==> src/hdl/dbgct_pkg.sv <==
package dbgct_pkg;
    // Widths of the core buses and of one trace line
    localparam int PC_W   = 18;
    localparam int DATA_W = 16;
    localparam int INC_W  = 6;
    localparam int AW     = 8;
    localparam int N_CMP  = 2;

    // Register byte offsets
    localparam logic [AW-1:0] OFS_CTRL1    = 8'h00;
    localparam logic [AW-1:0] OFS_CMPA_CTL = 8'h04;
    localparam logic [AW-1:0] OFS_CMPB_CTL = 8'h08;
    localparam logic [AW-1:0] OFS_CMPA_ADR = 8'h0C;
    localparam logic [AW-1:0] OFS_CMPA_DAT = 8'h10;
    localparam logic [AW-1:0] OFS_CMPB_ADR = 8'h14;
    localparam logic [AW-1:0] OFS_TRACE    = 8'h18;
    localparam logic [AW-1:0] OFS_TSTAT    = 8'h1C;
    localparam logic [AW-1:0] OFS_IRQ_STAT = 8'h20;
    localparam logic [AW-1:0] OFS_IRQ_MASK = 8'h24;

    // debug_control_one bit positions
    localparam int CTL1_ARM    = 0;
    localparam int CTL1_BRK_EN = 1;
    localparam int CTL1_TRACE  = 2;

    // Event bits of the interrupt status and mask registers
    localparam int EV_MATCH_A = 0;
    localparam int EV_MATCH_B = 1;
    localparam int EV_SESSION = 2;
    localparam int EV_WRAP    = 3;
    localparam int EV_W       = 4;

    // Trace line info codes; also the count of increments in a line
    localparam logic [1:0] INFO_BASE  = 2'h0;
    localparam logic [1:0] INFO_ONE   = 2'h1;
    localparam logic [1:0] INFO_THREE = 2'h3;

    localparam logic [1:0] RESP_OKAY   = 2'h0;
    localparam logic [1:0] RESP_SLVERR = 2'h2;
    localparam logic [7:0] CMP_CTL_RST = 8'h00;

    // comparator_match_control layout
    typedef struct packed {
        logic [1:0] spare;
        logic       tag_select;
        logic       immediate_session_end;
        logic       read_select;
        logic       direction_qualify_enable;
        logic       data_mismatch_select;
        logic       comparator_on;
    } dbgct_cmp_ctl_t;

    // One CPU bus cycle
    typedef struct packed {
        logic              valid;
        logic              fetch;
        logic              rd;
        logic [PC_W-1:0]   addr;
        logic [DATA_W-1:0] data;
    } dbgct_bus_t;

    // Opcode entering the execution stage
    typedef struct packed {
        logic            valid;
        logic [PC_W-1:0] pc;
    } dbgct_exec_t;

    typedef struct packed {
        logic [1:0]      info;
        logic [PC_W-1:0] payload;
    } dbgct_line_t;
endpackage : dbgct_pkg

==> src/hdl/dbgct_top.sv <==
`timescale 1ns/1ps
`default_nettype none

module dbgct_top #(
    parameter int DEPTH = 64
) (
    input  wire logic                     mclk,
    input  wire logic                     reset_n,
    input  wire dbgct_pkg::dbgct_bus_t    cpu_bus,
    input  wire dbgct_pkg::dbgct_exec_t   exec_in,
    input  wire logic [dbgct_pkg::AW-1:0] awaddr,
    input  wire logic                     awvalid,
    output logic                          awready,
    input  wire logic [31:0]              wdata,
    input  wire logic [3:0]               wstrb,
    input  wire logic                     wvalid,
    output logic                          wready,
    output logic [1:0]                    bresp,
    output logic                          bvalid,
    input  wire logic                     bready,
    input  wire logic [dbgct_pkg::AW-1:0] araddr,
    input  wire logic                     arvalid,
    output logic                          arready,
    output logic [31:0]                   rdata,
    output logic [1:0]                    rresp,
    output logic                          rvalid,
    input  wire logic                     rready,
    output logic [dbgct_pkg::N_CMP-1:0]   seq_advance,
    output logic                          breakpoint,
    output logic                          armed,
    output logic                          irq
);
    import dbgct_pkg::*;

    localparam int PW = $clog2(DEPTH);

    dbgct_cmp_ctl_t      ctl [N_CMP];
    logic [PC_W-1:0]     cadr [N_CMP];
    logic [PC_W-1:0]     tag_addr [N_CMP];
    logic [DATA_W-1:0]   cdat;
    logic [N_CMP-1:0]    tag_pend, fire, brk_bits;
    logic                bp_en, trace_en, sess_end, disarm_now, arm_start, wr_fire;
    logic [AW-1:0]       aw_addr, wr_word;
    logic [31:0]         w_data, ctl1_new, rd_val;
    logic [3:0]          w_strb;
    dbgct_line_t         mem [DEPTH];
    dbgct_line_t         tr_wdata;
    logic [PW-1:0]       wptr, cur, rptr, tr_widx;
    logic [PW:0]         count;
    logic [1:0]          n;
    logic [PC_W-1:0]     acc, next_acc;
    logic [PC_W-1:INC_W] base_hi;
    logic                first, wrapped, tr_go, need_base, open_new, tr_adv, tr_we;
    logic                rd_take, rd_trace, rd_err;
    logic [EV_W-1:0]     ev, irq_stat, irq_mask, next_irq_stat;

    // Byte-lane merge of a write into a stored value
    function automatic logic [31:0] merge(logic [31:0] o, logic [31:0] d, logic [3:0] s);
        logic [31:0] r;
        r = o;
        for (int b = 0; b < 4; b++)
            if (s[b])
                r[8*b +: 8] = d[8*b +: 8];
        return r;
    endfunction : merge

    function automatic logic [AW-1:0] word_of(logic [AW-1:0] a);
        return {a[AW-1:2], 2'h0};
    endfunction : word_of

    function automatic logic [PW-1:0] ptr_next(logic [PW-1:0] p);
        return (p == PW'(DEPTH - 1)) ? '0 : p + PW'(1);
    endfunction : ptr_next

    // Address/direction/data compare for a comparator in immediate mode
    function automatic logic imm_match(dbgct_cmp_ctl_t c, logic [PC_W-1:0] a,
                                       logic [DATA_W-1:0] d, logic use_d, dbgct_bus_t bus);
        logic dir_ok;
        logic dat_ok;
        dir_ok = !c.direction_qualify_enable || (c.read_select == bus.rd);
        dat_ok = !use_d || ((bus.data != d) == c.data_mismatch_select);
        return c.comparator_on && bus.valid && (bus.addr == a) && dir_ok && dat_ok;
    endfunction : imm_match

    // Both comparators judged from the same cycle's inputs
    always_comb
    begin
        for (int i = 0; i < N_CMP; i++)
        begin
            brk_bits[i] = ctl[i].immediate_session_end;
            if (ctl[i].tag_select)
                fire[i] = ctl[i].comparator_on && tag_pend[i] && exec_in.valid
                          && (exec_in.pc == tag_addr[i]);
            else
                fire[i] = imm_match(ctl[i], cadr[i], cdat, i == 0, cpu_bus);
        end
    end

    // Tagging: mark a fetched opcode, fire when it executes
    always_ff @(posedge mclk)
    begin
        for (int i = 0; i < N_CMP; i++)
        begin
            if (!reset_n || !ctl[i].comparator_on || !ctl[i].tag_select)
            begin
                tag_pend[i] <= 1'b0;
                tag_addr[i] <= '0;
            end
            else if (cpu_bus.valid && cpu_bus.fetch && cpu_bus.addr == cadr[i])
            begin
                tag_pend[i] <= 1'b1;
                tag_addr[i] <= cpu_bus.addr;
            end
            else if (fire[i])
                tag_pend[i] <= 1'b0;
        end
    end

    // Write channel handshakes; write acts once both halves are held
    assign wr_fire  = !awready && !wready && !bvalid;
    assign wr_word  = word_of(aw_addr);
    assign ctl1_new = merge({29'h0, trace_en, bp_en, armed}, w_data, w_strb);
    assign arm_start = wr_fire && wr_word == OFS_CTRL1 && ctl1_new[CTL1_ARM] && !armed;
    assign sess_end  = armed && |(fire & brk_bits);
    assign disarm_now = sess_end
                        || (armed && wr_fire && wr_word == OFS_CTRL1 && !ctl1_new[CTL1_ARM]);

    always_ff @(posedge mclk)
    begin
        if (!reset_n)
        begin
            awready <= 1'b1;
            wready  <= 1'b1;
            bvalid  <= 1'b0;
            bresp   <= RESP_OKAY;
            aw_addr <= '0;
            w_data  <= '0;
            w_strb  <= '0;
        end
        else
        begin
            if (awvalid && awready)
            begin
                aw_addr <= awaddr;
                awready <= 1'b0;
            end
            if (wvalid && wready)
            begin
                w_data <= wdata;
                w_strb <= wstrb;
                wready <= 1'b0;
            end
            if (wr_fire)
            begin
                bvalid <= 1'b1;
                bresp  <= (wr_word > OFS_IRQ_MASK || wr_word == OFS_TSTAT) ? RESP_SLVERR : RESP_OKAY;
            end
            else if (bvalid && bready)
            begin
                bvalid  <= 1'b0;
                awready <= 1'b1;
                wready  <= 1'b1;
            end
        end
    end

    // Configuration registers; mismatch select exists on comparator A only
    always_ff @(posedge mclk)
    begin
        if (!reset_n)
        begin
            ctl[0] <= CMP_CTL_RST;
            ctl[1] <= CMP_CTL_RST;
            cadr[0] <= '0;
            cadr[1] <= '0;
            cdat <= '0;
            bp_en <= 1'b0;
            trace_en <= 1'b0;
            irq_mask <= '0;
        end
        else if (wr_fire)
        begin
            if (wr_word == OFS_CTRL1)
            begin
                bp_en    <= ctl1_new[CTL1_BRK_EN];
                trace_en <= ctl1_new[CTL1_TRACE];
            end
            else if (wr_word == OFS_CMPA_CTL)
                ctl[0] <= 8'(merge({24'h0, ctl[0]}, w_data, w_strb) & 32'h3F);
            else if (wr_word == OFS_CMPB_CTL)
                ctl[1] <= 8'(merge({24'h0, ctl[1]}, w_data, w_strb) & 32'h3D);
            else if (wr_word == OFS_CMPA_ADR)
                cadr[0] <= PC_W'(merge({14'h0, cadr[0]}, w_data, w_strb));
            else if (wr_word == OFS_CMPA_DAT)
                cdat <= DATA_W'(merge({16'h0, cdat}, w_data, w_strb));
            else if (wr_word == OFS_CMPB_ADR)
                cadr[1] <= PC_W'(merge({14'h0, cadr[1]}, w_data, w_strb));
            else if (wr_word == OFS_IRQ_MASK)
                irq_mask <= EV_W'(merge({28'h0, irq_mask}, w_data, w_strb));
        end
    end

    // Session state, sequencer events and breakpoint pulse
    always_ff @(posedge mclk)
    begin
        if (!reset_n)
        begin
            armed       <= 1'b0;
            breakpoint  <= 1'b0;
            seq_advance <= '0;
        end
        else
        begin
            breakpoint  <= sess_end && bp_en;
            seq_advance <= armed ? fire : '0;
            if (arm_start)
                armed <= 1'b1;
            else if (disarm_now)
                armed <= 1'b0;
        end
    end

    // Compressed PC trace: one buffer write per executed opcode
    assign tr_go     = armed && trace_en && !disarm_now && exec_in.valid;
    assign open_new  = (n == INFO_BASE) || (n == INFO_THREE);
    assign need_base = first || exec_in.pc[PC_W-1:INC_W] != base_hi
                       || (open_new && wptr == '0);
    // Increment is the offset in the 64-address block, newest in higher bits
    assign next_acc  = (open_new ? '0 : acc)
                       | (PC_W'(exec_in.pc[INC_W-1:0]) << (INC_W * (open_new ? 0 : int'(n))));
    assign tr_adv    = tr_go && (need_base || open_new);

    always_comb
    begin
        tr_we   = tr_go;
        tr_widx = wptr;
        if (need_base)
            tr_wdata = {INFO_BASE, exec_in.pc};
        else if (open_new)
            tr_wdata = {INFO_ONE, next_acc};
        else
        begin
            tr_widx  = cur;
            tr_wdata = {n + INFO_ONE, next_acc};
        end
    end

    // Storage has no reset; only lines below the count are meaningful
    always_ff @(posedge mclk)
    begin
        if (tr_we)
            mem[tr_widx] <= tr_wdata;
    end

    always_ff @(posedge mclk)
    begin
        if (!reset_n || arm_start)
        begin
            wptr    <= '0;
            cur     <= '0;
            n       <= INFO_BASE;
            first   <= 1'b1;
            wrapped <= 1'b0;
            count   <= '0;
            acc     <= '0;
            base_hi <= '0;
        end
        else if (tr_go)
        begin
            first <= 1'b0;
            acc   <= next_acc;
            if (need_base)
            begin
                base_hi <= exec_in.pc[PC_W-1:INC_W];
                n       <= INFO_BASE;
            end
            else if (open_new)
            begin
                cur <= wptr;
                n   <= INFO_ONE;
            end
            else
                n <= n + INFO_ONE;
            if (tr_adv)
            begin
                wptr <= ptr_next(wptr);
                if (wptr == PW'(DEPTH - 1))
                    wrapped <= 1'b1;
                if (count != (PW + 1)'(DEPTH))
                    count <= count + (PW + 1)'(1);
            end
        end
    end

    // Read pointer: oldest line at disarm, then first-in first-out
    assign rd_take  = arvalid && arready;
    assign rd_trace = rd_take && word_of(araddr) == OFS_TRACE && !armed && araddr[1:0] == 2'h0;

    always_ff @(posedge mclk)
    begin
        if (!reset_n || arm_start)
            rptr <= '0;
        else if (disarm_now)
            rptr <= wrapped ? wptr : '0;
        else if (rd_trace)
            rptr <= ptr_next(rptr);
    end

    // Read decode; a locked or misaligned trace read gives zero
    always_comb
    begin
        rd_err = 1'b0;
        rd_val = '0;
        if (word_of(araddr) == OFS_CTRL1)
            rd_val = {29'h0, trace_en, bp_en, armed};
        else if (word_of(araddr) == OFS_CMPA_CTL)
            rd_val = {24'h0, ctl[0]};
        else if (word_of(araddr) == OFS_CMPB_CTL)
            rd_val = {24'h0, ctl[1]};
        else if (word_of(araddr) == OFS_CMPA_ADR)
            rd_val = {14'h0, cadr[0]};
        else if (word_of(araddr) == OFS_CMPA_DAT)
            rd_val = {16'h0, cdat};
        else if (word_of(araddr) == OFS_CMPB_ADR)
            rd_val = {14'h0, cadr[1]};
        else if (word_of(araddr) == OFS_TRACE)
            rd_val = (!armed && araddr[1:0] == 2'h0) ? 32'(mem[rptr]) : '0;
        else if (word_of(araddr) == OFS_TSTAT)
            rd_val = {8'h0, wrapped, 7'(count), 8'(rptr), 8'(wptr)};
        else if (word_of(araddr) == OFS_IRQ_STAT)
            rd_val = {28'h0, irq_stat};
        else if (word_of(araddr) == OFS_IRQ_MASK)
            rd_val = {28'h0, irq_mask};
        else
            rd_err = 1'b1;
    end

    always_ff @(posedge mclk)
    begin
        if (!reset_n)
        begin
            arready <= 1'b1;
            rvalid  <= 1'b0;
            rdata   <= '0;
            rresp   <= RESP_OKAY;
        end
        else if (rd_take)
        begin
            arready <= 1'b0;
            rvalid  <= 1'b1;
            rdata   <= rd_val;
            rresp   <= rd_err ? RESP_SLVERR : RESP_OKAY;
        end
        else if (rvalid && rready)
        begin
            rvalid  <= 1'b0;
            arready <= 1'b1;
        end
    end

    // Sticky events; a new event wins over a write-one clear
    assign ev[EV_MATCH_A] = armed && fire[0];
    assign ev[EV_MATCH_B] = armed && fire[1];
    assign ev[EV_SESSION] = sess_end;
    assign ev[EV_WRAP]    = tr_adv && wptr == PW'(DEPTH - 1);

    always_comb
    begin
        next_irq_stat = irq_stat;
        if (wr_fire && wr_word == OFS_IRQ_STAT && w_strb[0])
            next_irq_stat = irq_stat & ~EV_W'(w_data);
        next_irq_stat = next_irq_stat | ev;
    end

    always_ff @(posedge mclk)
    begin
        if (!reset_n)
        begin
            irq_stat <= '0;
            irq      <= 1'b0;
        end
        else
        begin
            irq_stat <= next_irq_stat;
            irq      <= |(next_irq_stat & irq_mask);
        end
    end
endmodule : dbgct_top

`default_nettype wire

==> config.mk <==
export PLATFORM = sky130hd
export DESIGN_NAME = dbgct_top
export DESIGN_NICKNAME = d
export VERILOG_FILES = /design/src/hdl/dbgct_pkg.sv /design/src/hdl/dbgct_top.sv
export SDC_FILE = /design/constraint.sdc
export NUM_CORES = 2
export LEC_CHECK = 0
export ABC_AREA = 1
export BUFFER_PORTS_ARGS = -buffer_cell sky130_fd_sc_hd__buf_2
export CORE_ASPECT_RATIO = 1.2
export CORE_MARGIN = 3
export CORE_UTILIZATION = 51
export CTS_CLUSTER_DIAMETER = 100
export DETAILED_ROUTE_END_ITERATION = 8
export PLACE_DENSITY_LB_ADDON = 0.15
export SYNTH_ARGS = -nofsm -noshare
export SYNTH_HDL_FRONTEND = slang
export SYNTH_SLANG_ARGS = --single-unit
==> constraint.sdc <==
create_clock -name mclk -period 6.7 [get_ports mclk]
set_input_delay 1.34 -clock mclk [delete_from_list [all_inputs] [get_ports mclk]]
set_output_delay 1.34 -clock mclk [all_outputs]
set_load 0.005 [all_outputs]
* Yosys cells after proc, flatten, opt, wreduce, memory -nomap -nowiden
Memories as Yosys holds them, arrays and structs flattened. A register that Yosys moved wholly into a read port is not among the register bits.
Index checks and enable logic that the tools add are counted.
Widths: inputs -> output; s select.
** Storage, ports and cells
- Bits in registers :: 162
- Bits in writable memories :: 1364
- Input port bits :: 115
- Output and inout bits :: 46
- Word-level logic and storage cells :: 351
- Memories :: 4
** Memories
- mem :: depth 64, width 20, rd ports 1, clocked after memory_dff 1, write ports 1, RTL line dbgct_top.sv:46 : dbgct_line_t mem [DEPTH];
- cadr :: depth 2, width 18, rd ports 2, clocked after memory_dff 0, write ports 2, RTL line dbgct_top.sv:38 : logic [PC_W-1:0] cadr [N_CMP];
- tag_addr :: depth 2, width 18, rd ports 2, clocked after memory_dff 0, write ports 2, RTL line dbgct_top.sv:39 : logic [PC_W-1:0] tag_addr [N_CMP];
- ctl :: depth 2, width 6, rd ports 2, clocked after memory_dff 0, write ports 2, RTL line dbgct_top.sv:37 : dbgct_cmp_ctl_t ctl [N_CMP];
** Cells by class
- $add $sub $neg :: 4
- Multiply operators :: 1
- Magnitude comparators :: 1
- Eq/ne operators :: 30
- Shifts and indexed selects :: 1
- Mux-type cells :: 165
- Bitwise operators :: 19
- Reductions and logical operators :: 94
** Operator list (number)
- $mux 8 :: 32
- $mux 24 :: 8
- $mux 6 :: 22
- $mux 18 :: 5
- $eq 18x18->1 :: 4
- $mux 1 :: 71
- $mux 20 :: 3
- $logic_and 1x1->1 :: 45
- $eq 6x3->1 const B :: 7
- $mux 2 :: 21
- $eq 6x2->1 const B :: 4
- $eq 6x4->1 const B :: 4
- $or 18x18->18 :: 1
- $shl 6x5->18 :: 1
- $ne 16x16->1 :: 1
- $reduce_and 7->1 :: 2
- $logic_not 1->1 :: 13
- $logic_or 1x1->1 :: 13
- $add 6x1->6 const B :: 2
- $eq 6x1->1 const B :: 2
- $eq 6x6->1 const B :: 2
- $logic_not 6->1 :: 2
- $mux 4 :: 3
- $ne 12x12->1 :: 1
- 21 further kinds :: 46

* Logic depth before layout (Yosys ltp)
An unclocked memory read counts as a cell.
- Word-level depth :: 18
- Gate-level depth with buffers :: 19

* Worst setup path before layout
OpenSTA, ideal clock, no wires.
- Path kind :: input-to-reg
- From :: in exec_in[15] (netlist bit)
- To :: mem mem[0][16] (netlist bit), data pin
- Setup time :: 0.702 ns
- Arrival :: 4.907 ns
- Required time :: 5.998 ns
- Slack :: 1.092 ns
- Cell stages on the path :: 8
- Path through :: xor2_1 > a221oi_2 > nand3_1 > nor4_2 > nand2_1 > buf_4 > clkbuf_1 > o21ai_0
** RTL lines
- start: declaration :: RTL line dbgct_top.sv:10 : input wire dbgct_pkg::dbgct_exec_t exec_in,
- end: declaration :: RTL line dbgct_top.sv:46

* Final worst setup path
- From :: reg n[0]
- To :: mem mem[28][8] (netlist bit) (enable)
** Between the ends
- Longest elaborated chain between the ends :: 5
** Ends and longest elaborated chain
- start: declaration :: RTL line dbgct_top.sv:50 : logic [1:0] n;
- start signal: assignment :: RTL line dbgct_top.sv:283 : n <= n + INFO_ONE;
- $eq 2x2->1 or $logic_not 2->1 (tied branches) :: RTL line dbgct_top.sv:225 : assign open_new = (n == INFO_BASE) || (n == INFO_THREE);
- $logic_or 1x1->1 (*) :: RTL line dbgct_top.sv:225
- $logic_and 1x1->1 :: RTL line dbgct_top.sv:227 : || (open_new && wptr == '0);
- $logic_or 1x1->1 :: RTL line dbgct_top.sv:227
- $mux 6 (*) :: RTL line dbgct_top.sv:237 : if (need_base)
Every way passes the cells marked *; elsewhere a longest branch is shown, timed or not.

==> Flow_metrics.wiki <==
{| class="wikitable"
! Metric !! Value
|-
| Status || finished, final reports clean
|-
| Total via count after detailed routing || 43.3k
|-
| Clock tree from TritonCTS || built
|-
| Starting density of the core || 0.516
|-
| Wire per inst || roughly 24 um
|-
| Number of pins with negative max-slew slack in the final report || 0
|-
| Number of placed instances with taps included || 7052
|-
| Hold EP || rdata[4]
|-
| Slowest cell on the critical path || ha_1
|-
| Maximum resistive drop on vdd || 267 uV
|-
| Detail Placement HPWL || 104 mm
|-
| Worst clock skew on the final layout || 0.0224 ns
|-
| Worst-case register-to-register setup slack || 1.96 ns
|-
| Path category of the worst min-delay check || flip-flop to flip-flop
|-
| Drt first-iter violations || around 4.8k
|-
| Die span in x || 327 um
|-
| Count leader, synth || edfxtp_1
|-
| Cell family contributing the most delay on the critical path || simple AND/OR/NAND/NOR gates
|-
| RePlAce Congestion || 0.913
|-
| Number of buffers inserted for hold repair after clock tree synthesis || 0
|-
| Number of routed nets with antenna violations || 0
|-
| Signal arrival time at the worst endpoint || 5.20 ns
|-
| Rel. slew slack || 0.130
|-
| Synth Cell Area || 62900 sq um
|-
| Clk pin slew, worst setup/hold paths || 0.06 ns
|-
| Cell count of the worst reg-to-reg path || 14
|-
| Setup TNS || 0 ns
|-
| Final net count || 5692
|-
| Wire length of the first global-routing pass || 265 mm
|-
| Met3 wirelength from detailed routing || 13.3 mm
|-
| Clock buffer depth || 3
|-
| Crit Reg-Reg Endpoint || mem[28][8]
|-
| Number of cells produced by synthesis || about 5.5k
|-
| Clk root buf || clkbuf_16
|-
| Synth Warn # || 0
|-
| Setup Crit Path Kind || flip-flop to flip-flop
|-
| Clock latency on the worst-skew pair || 0.78 ns
|-
| Cell type with the highest occurrence count on the critical path || nand2_1
|-
| Transition time of the tightest slew-check pin || 1.30 ns
|-
| Worst path required time || around 7 ns
|-
| Share of flip-flops with an asynchronous set or reset || 0
|-
| Number of iterations in the first detailed-routing pass || 6
|-
| EDFF count, synth || 1363
|-
| Drt via density || 5.92
|-
| Predominant post-synthesis flop cell || edfxtp_1
|-
| Site Rows || 140
|-
| Total count of hold-check failures in the final report || 0
|-
| Fmax achieved || 211 MHz
|-
| DRC violation count after routing || 0
|-
| Post-layout min period || roughly 4.7 ns
|-
| Port-buffer cells || around 130
|-
| Total die area || between 100000 and 150000 sq um
|-
| Buffer count from post-CTS setup fixing || 0
|-
| Share of the clock period used by the worst path after layout || 0.707
|-
| Leftover overflow at the end of global routing || 0
|-
| Most frequent cells after synthesis || edfxtp_1, nand2_1, nor2_1, o21ai_0, nand3_1
|-
| Bufs and invs on worst path || 5
|-
| Critical path capture point type || flip-flop
|-
| Average cell area after synthesis || between 10 and 15 sq um
|-
| Number of clock sinks seen by CTS || 1519
|-
| Type of element launching the critical path || flip-flop
|-
| Number of max-cap violations || 0
|-
| Antenna violations before repair || 9
|-
| Vias in the first global route || ~41k
|-
| Total Routed Length || 179 mm
|-
| Worst path max stage delay || 0.73 ns
|-
| Placeable core region || 122000 sq um
|-
| Hold path startpoint || rdata[4]
|-
| Count of cells along the worst hold path || 2
|-
| Leakage power of the design || 24.4 nW
|-
| M1 WL || approximately 69 mm
|-
| Top layer reached by signal wires || met5
|-
| Final setup violation count || 0
|-
| Largest net degree at the start of global routing || 140
|-
| Height of the chip || 391 um
|-
| Detailed-routed wire length on met2 || approximately 86 mm
|-
| Relative area change from synthesis to final layout || 11.4%
|-
| Unrepaired setup endpoints after global routing || no
|-
| Io pins || 161
|-
| Total power divided by cell area || 266 nW/um^2
|-
| List of cells traversed by the critical path || inv_1 -> ha_1 -> nand2_1 -> nor2_1 -> nor4_2 -> nand2_1 -> inv_2 -> buf_4 -> nand2_1 -> o21ai_2 -> inv_1 -> nand2_2 -> nor2_2 -> buf_4
|-
| Fraction of final layout cells with drive strength greater than 1 || 0.107
|-
| CTS HTree Levels || 4
|-
| GRT Overall Usage || 0.278
|-
| Library cell occupying the most area in the post-synthesis netlist || edfxtp_1
|-
| Portion of the post-synthesis area used by sequential elements || 0.700
|-
| Synth unique cells || 54
|-
| Number of register bits inferred by synthesis || between 1.5k and 2k
|-
| Ranking of synthesized cells by area || edfxtp_1, o21ai_0, dfxtp_1
|-
| CTS buffer count || roughly 150
|-
| Critical path fanouts, max || 30
|-
| Post-CTS Resized || 0
|-
| Final Non-Filler Cells || about 7.3k
|-
| Yosys top cell area share || 0.650
|-
| Reg-to-reg startpoint || n[0]
|}
==> layer usage <==
metal,vias to the layer above,GRT usage
met2,1797,0.452
met5,-,0
li1,19800,-
met1,21200,0.355
met3,436,0.0467
met4,14,0.158
==> final cells by class <==
cell class | count | area [sq um]
Fill cell | 10000 | 51800
Clock buffer | 189 | 3930
Inverter | 227 | 877
Sequential cell | 1519 | 44100
Antenna cell | 3 | 7.51
Tap cell | 1633 | 2040
Multi-Input combinational cell | 3399 | 16700
Clock inverter | 70 | 564
Timing Repair Buffer | 274 | 1860
==> tightest hold or removal path: stages (launching register included) <==
cell and delay [ns]:
dfxtp_1 0.31, nand2_1 0.06, a21oi_1 0.05
==> worst max-delay path by stage <==
stage	depth (start not counted)	start	endpoint	slack, ns
6_report	14	n[0]	mem[28][8]	1.96
2_1_floorplan	8	exec_in[15]	mem[0][16]	1.09
5_1_grt	14	n[0]	mem[29][7]	1.71
3_3_place_gp	12	exec_in[16]	mem[28][17]	1.47
3_5_place_dp	12	exec_in[16]	mem[28][17]	1.47
4_1_cts	14	n[0]	mem[28][5]	2.01
==> logic make-up (layout without fill, tap and decap cells) <==
logic type	after synthesis	in the layout	share of synthesized area
XOR/XNOR	42	42	0.00585
flip-flops	1519	1519	0.700
AND/OR/NAND/NOR	2208	2208	0.147
adder cells (fa/ha/maj)	9	9	0.00179
other	1	13	0.0000596
AO/OA/AOI/OAI	1130	1130	0.105
buffers and inverters	574	760	0.0403
==> power breakdown <==
group	leakage [nW]	switching, W	internal [W]
sequential	13.7	0.0000215	0.0103
combinational	8.46	0.000324	0.0000979
clock	2.20	0.00349	0.00441
==> sequential cells by signal (all words and copies together) (netlist names), 7 cells and up, named ones only <==
signal and count:
mem 1280, cadr 36, w_data 18, acc 18
ctl 11, base_hi 12, tag_addr 36, rdata 24
count 7, cdat 16
==> per-stage QoR <==
stage | utilization | total power [W] | hold slack, ns | setup WS [ns] | cell area (sq um)
final | 0.575 | 0.0187 | 0.463 | 1.96 | 70100
after CTS | 0.575 | 0.0188 | 0.464 | 2.01 | 70100
after global routing | 0.575 | 0.0192 | 0.480 | 1.71 | 70100
after detailed placement | 0.538 | 0.0110 | 0.454 | 1.47 | 65600
after floorplan | - | 0.0108 | 0.420 | 1.09 | 63000
after global placement | 0.538 | 0.0110 | 0.451 | 1.47 | 65600
==> cell usage in the layout, fill, tap and decap left out, types with 19 or more instances in the layout <==
cell,netlist,layout
nor2_1,806,740
buf_2,67,133
nand3_1,486,486
nor2_2,5,70
o21ai_0,649,631
a21oi_1,169,169
nand2_1,822,822
dfxtp_1,156,151
nor3_1,23,22
buf_4,49,130
clkinv_1,5,34
clkbuf_1,196,35
xor2_1,27,27
clkbuf_16,0,150
edfxtp_1,1363,1363
o21ai_4,1,19
clkinv_2,0,19
inv_1,212,211
o221ai_1,197,197
nand4_1,28,28
o22ai_1,47,47
(Power assumes the default switching activity.)
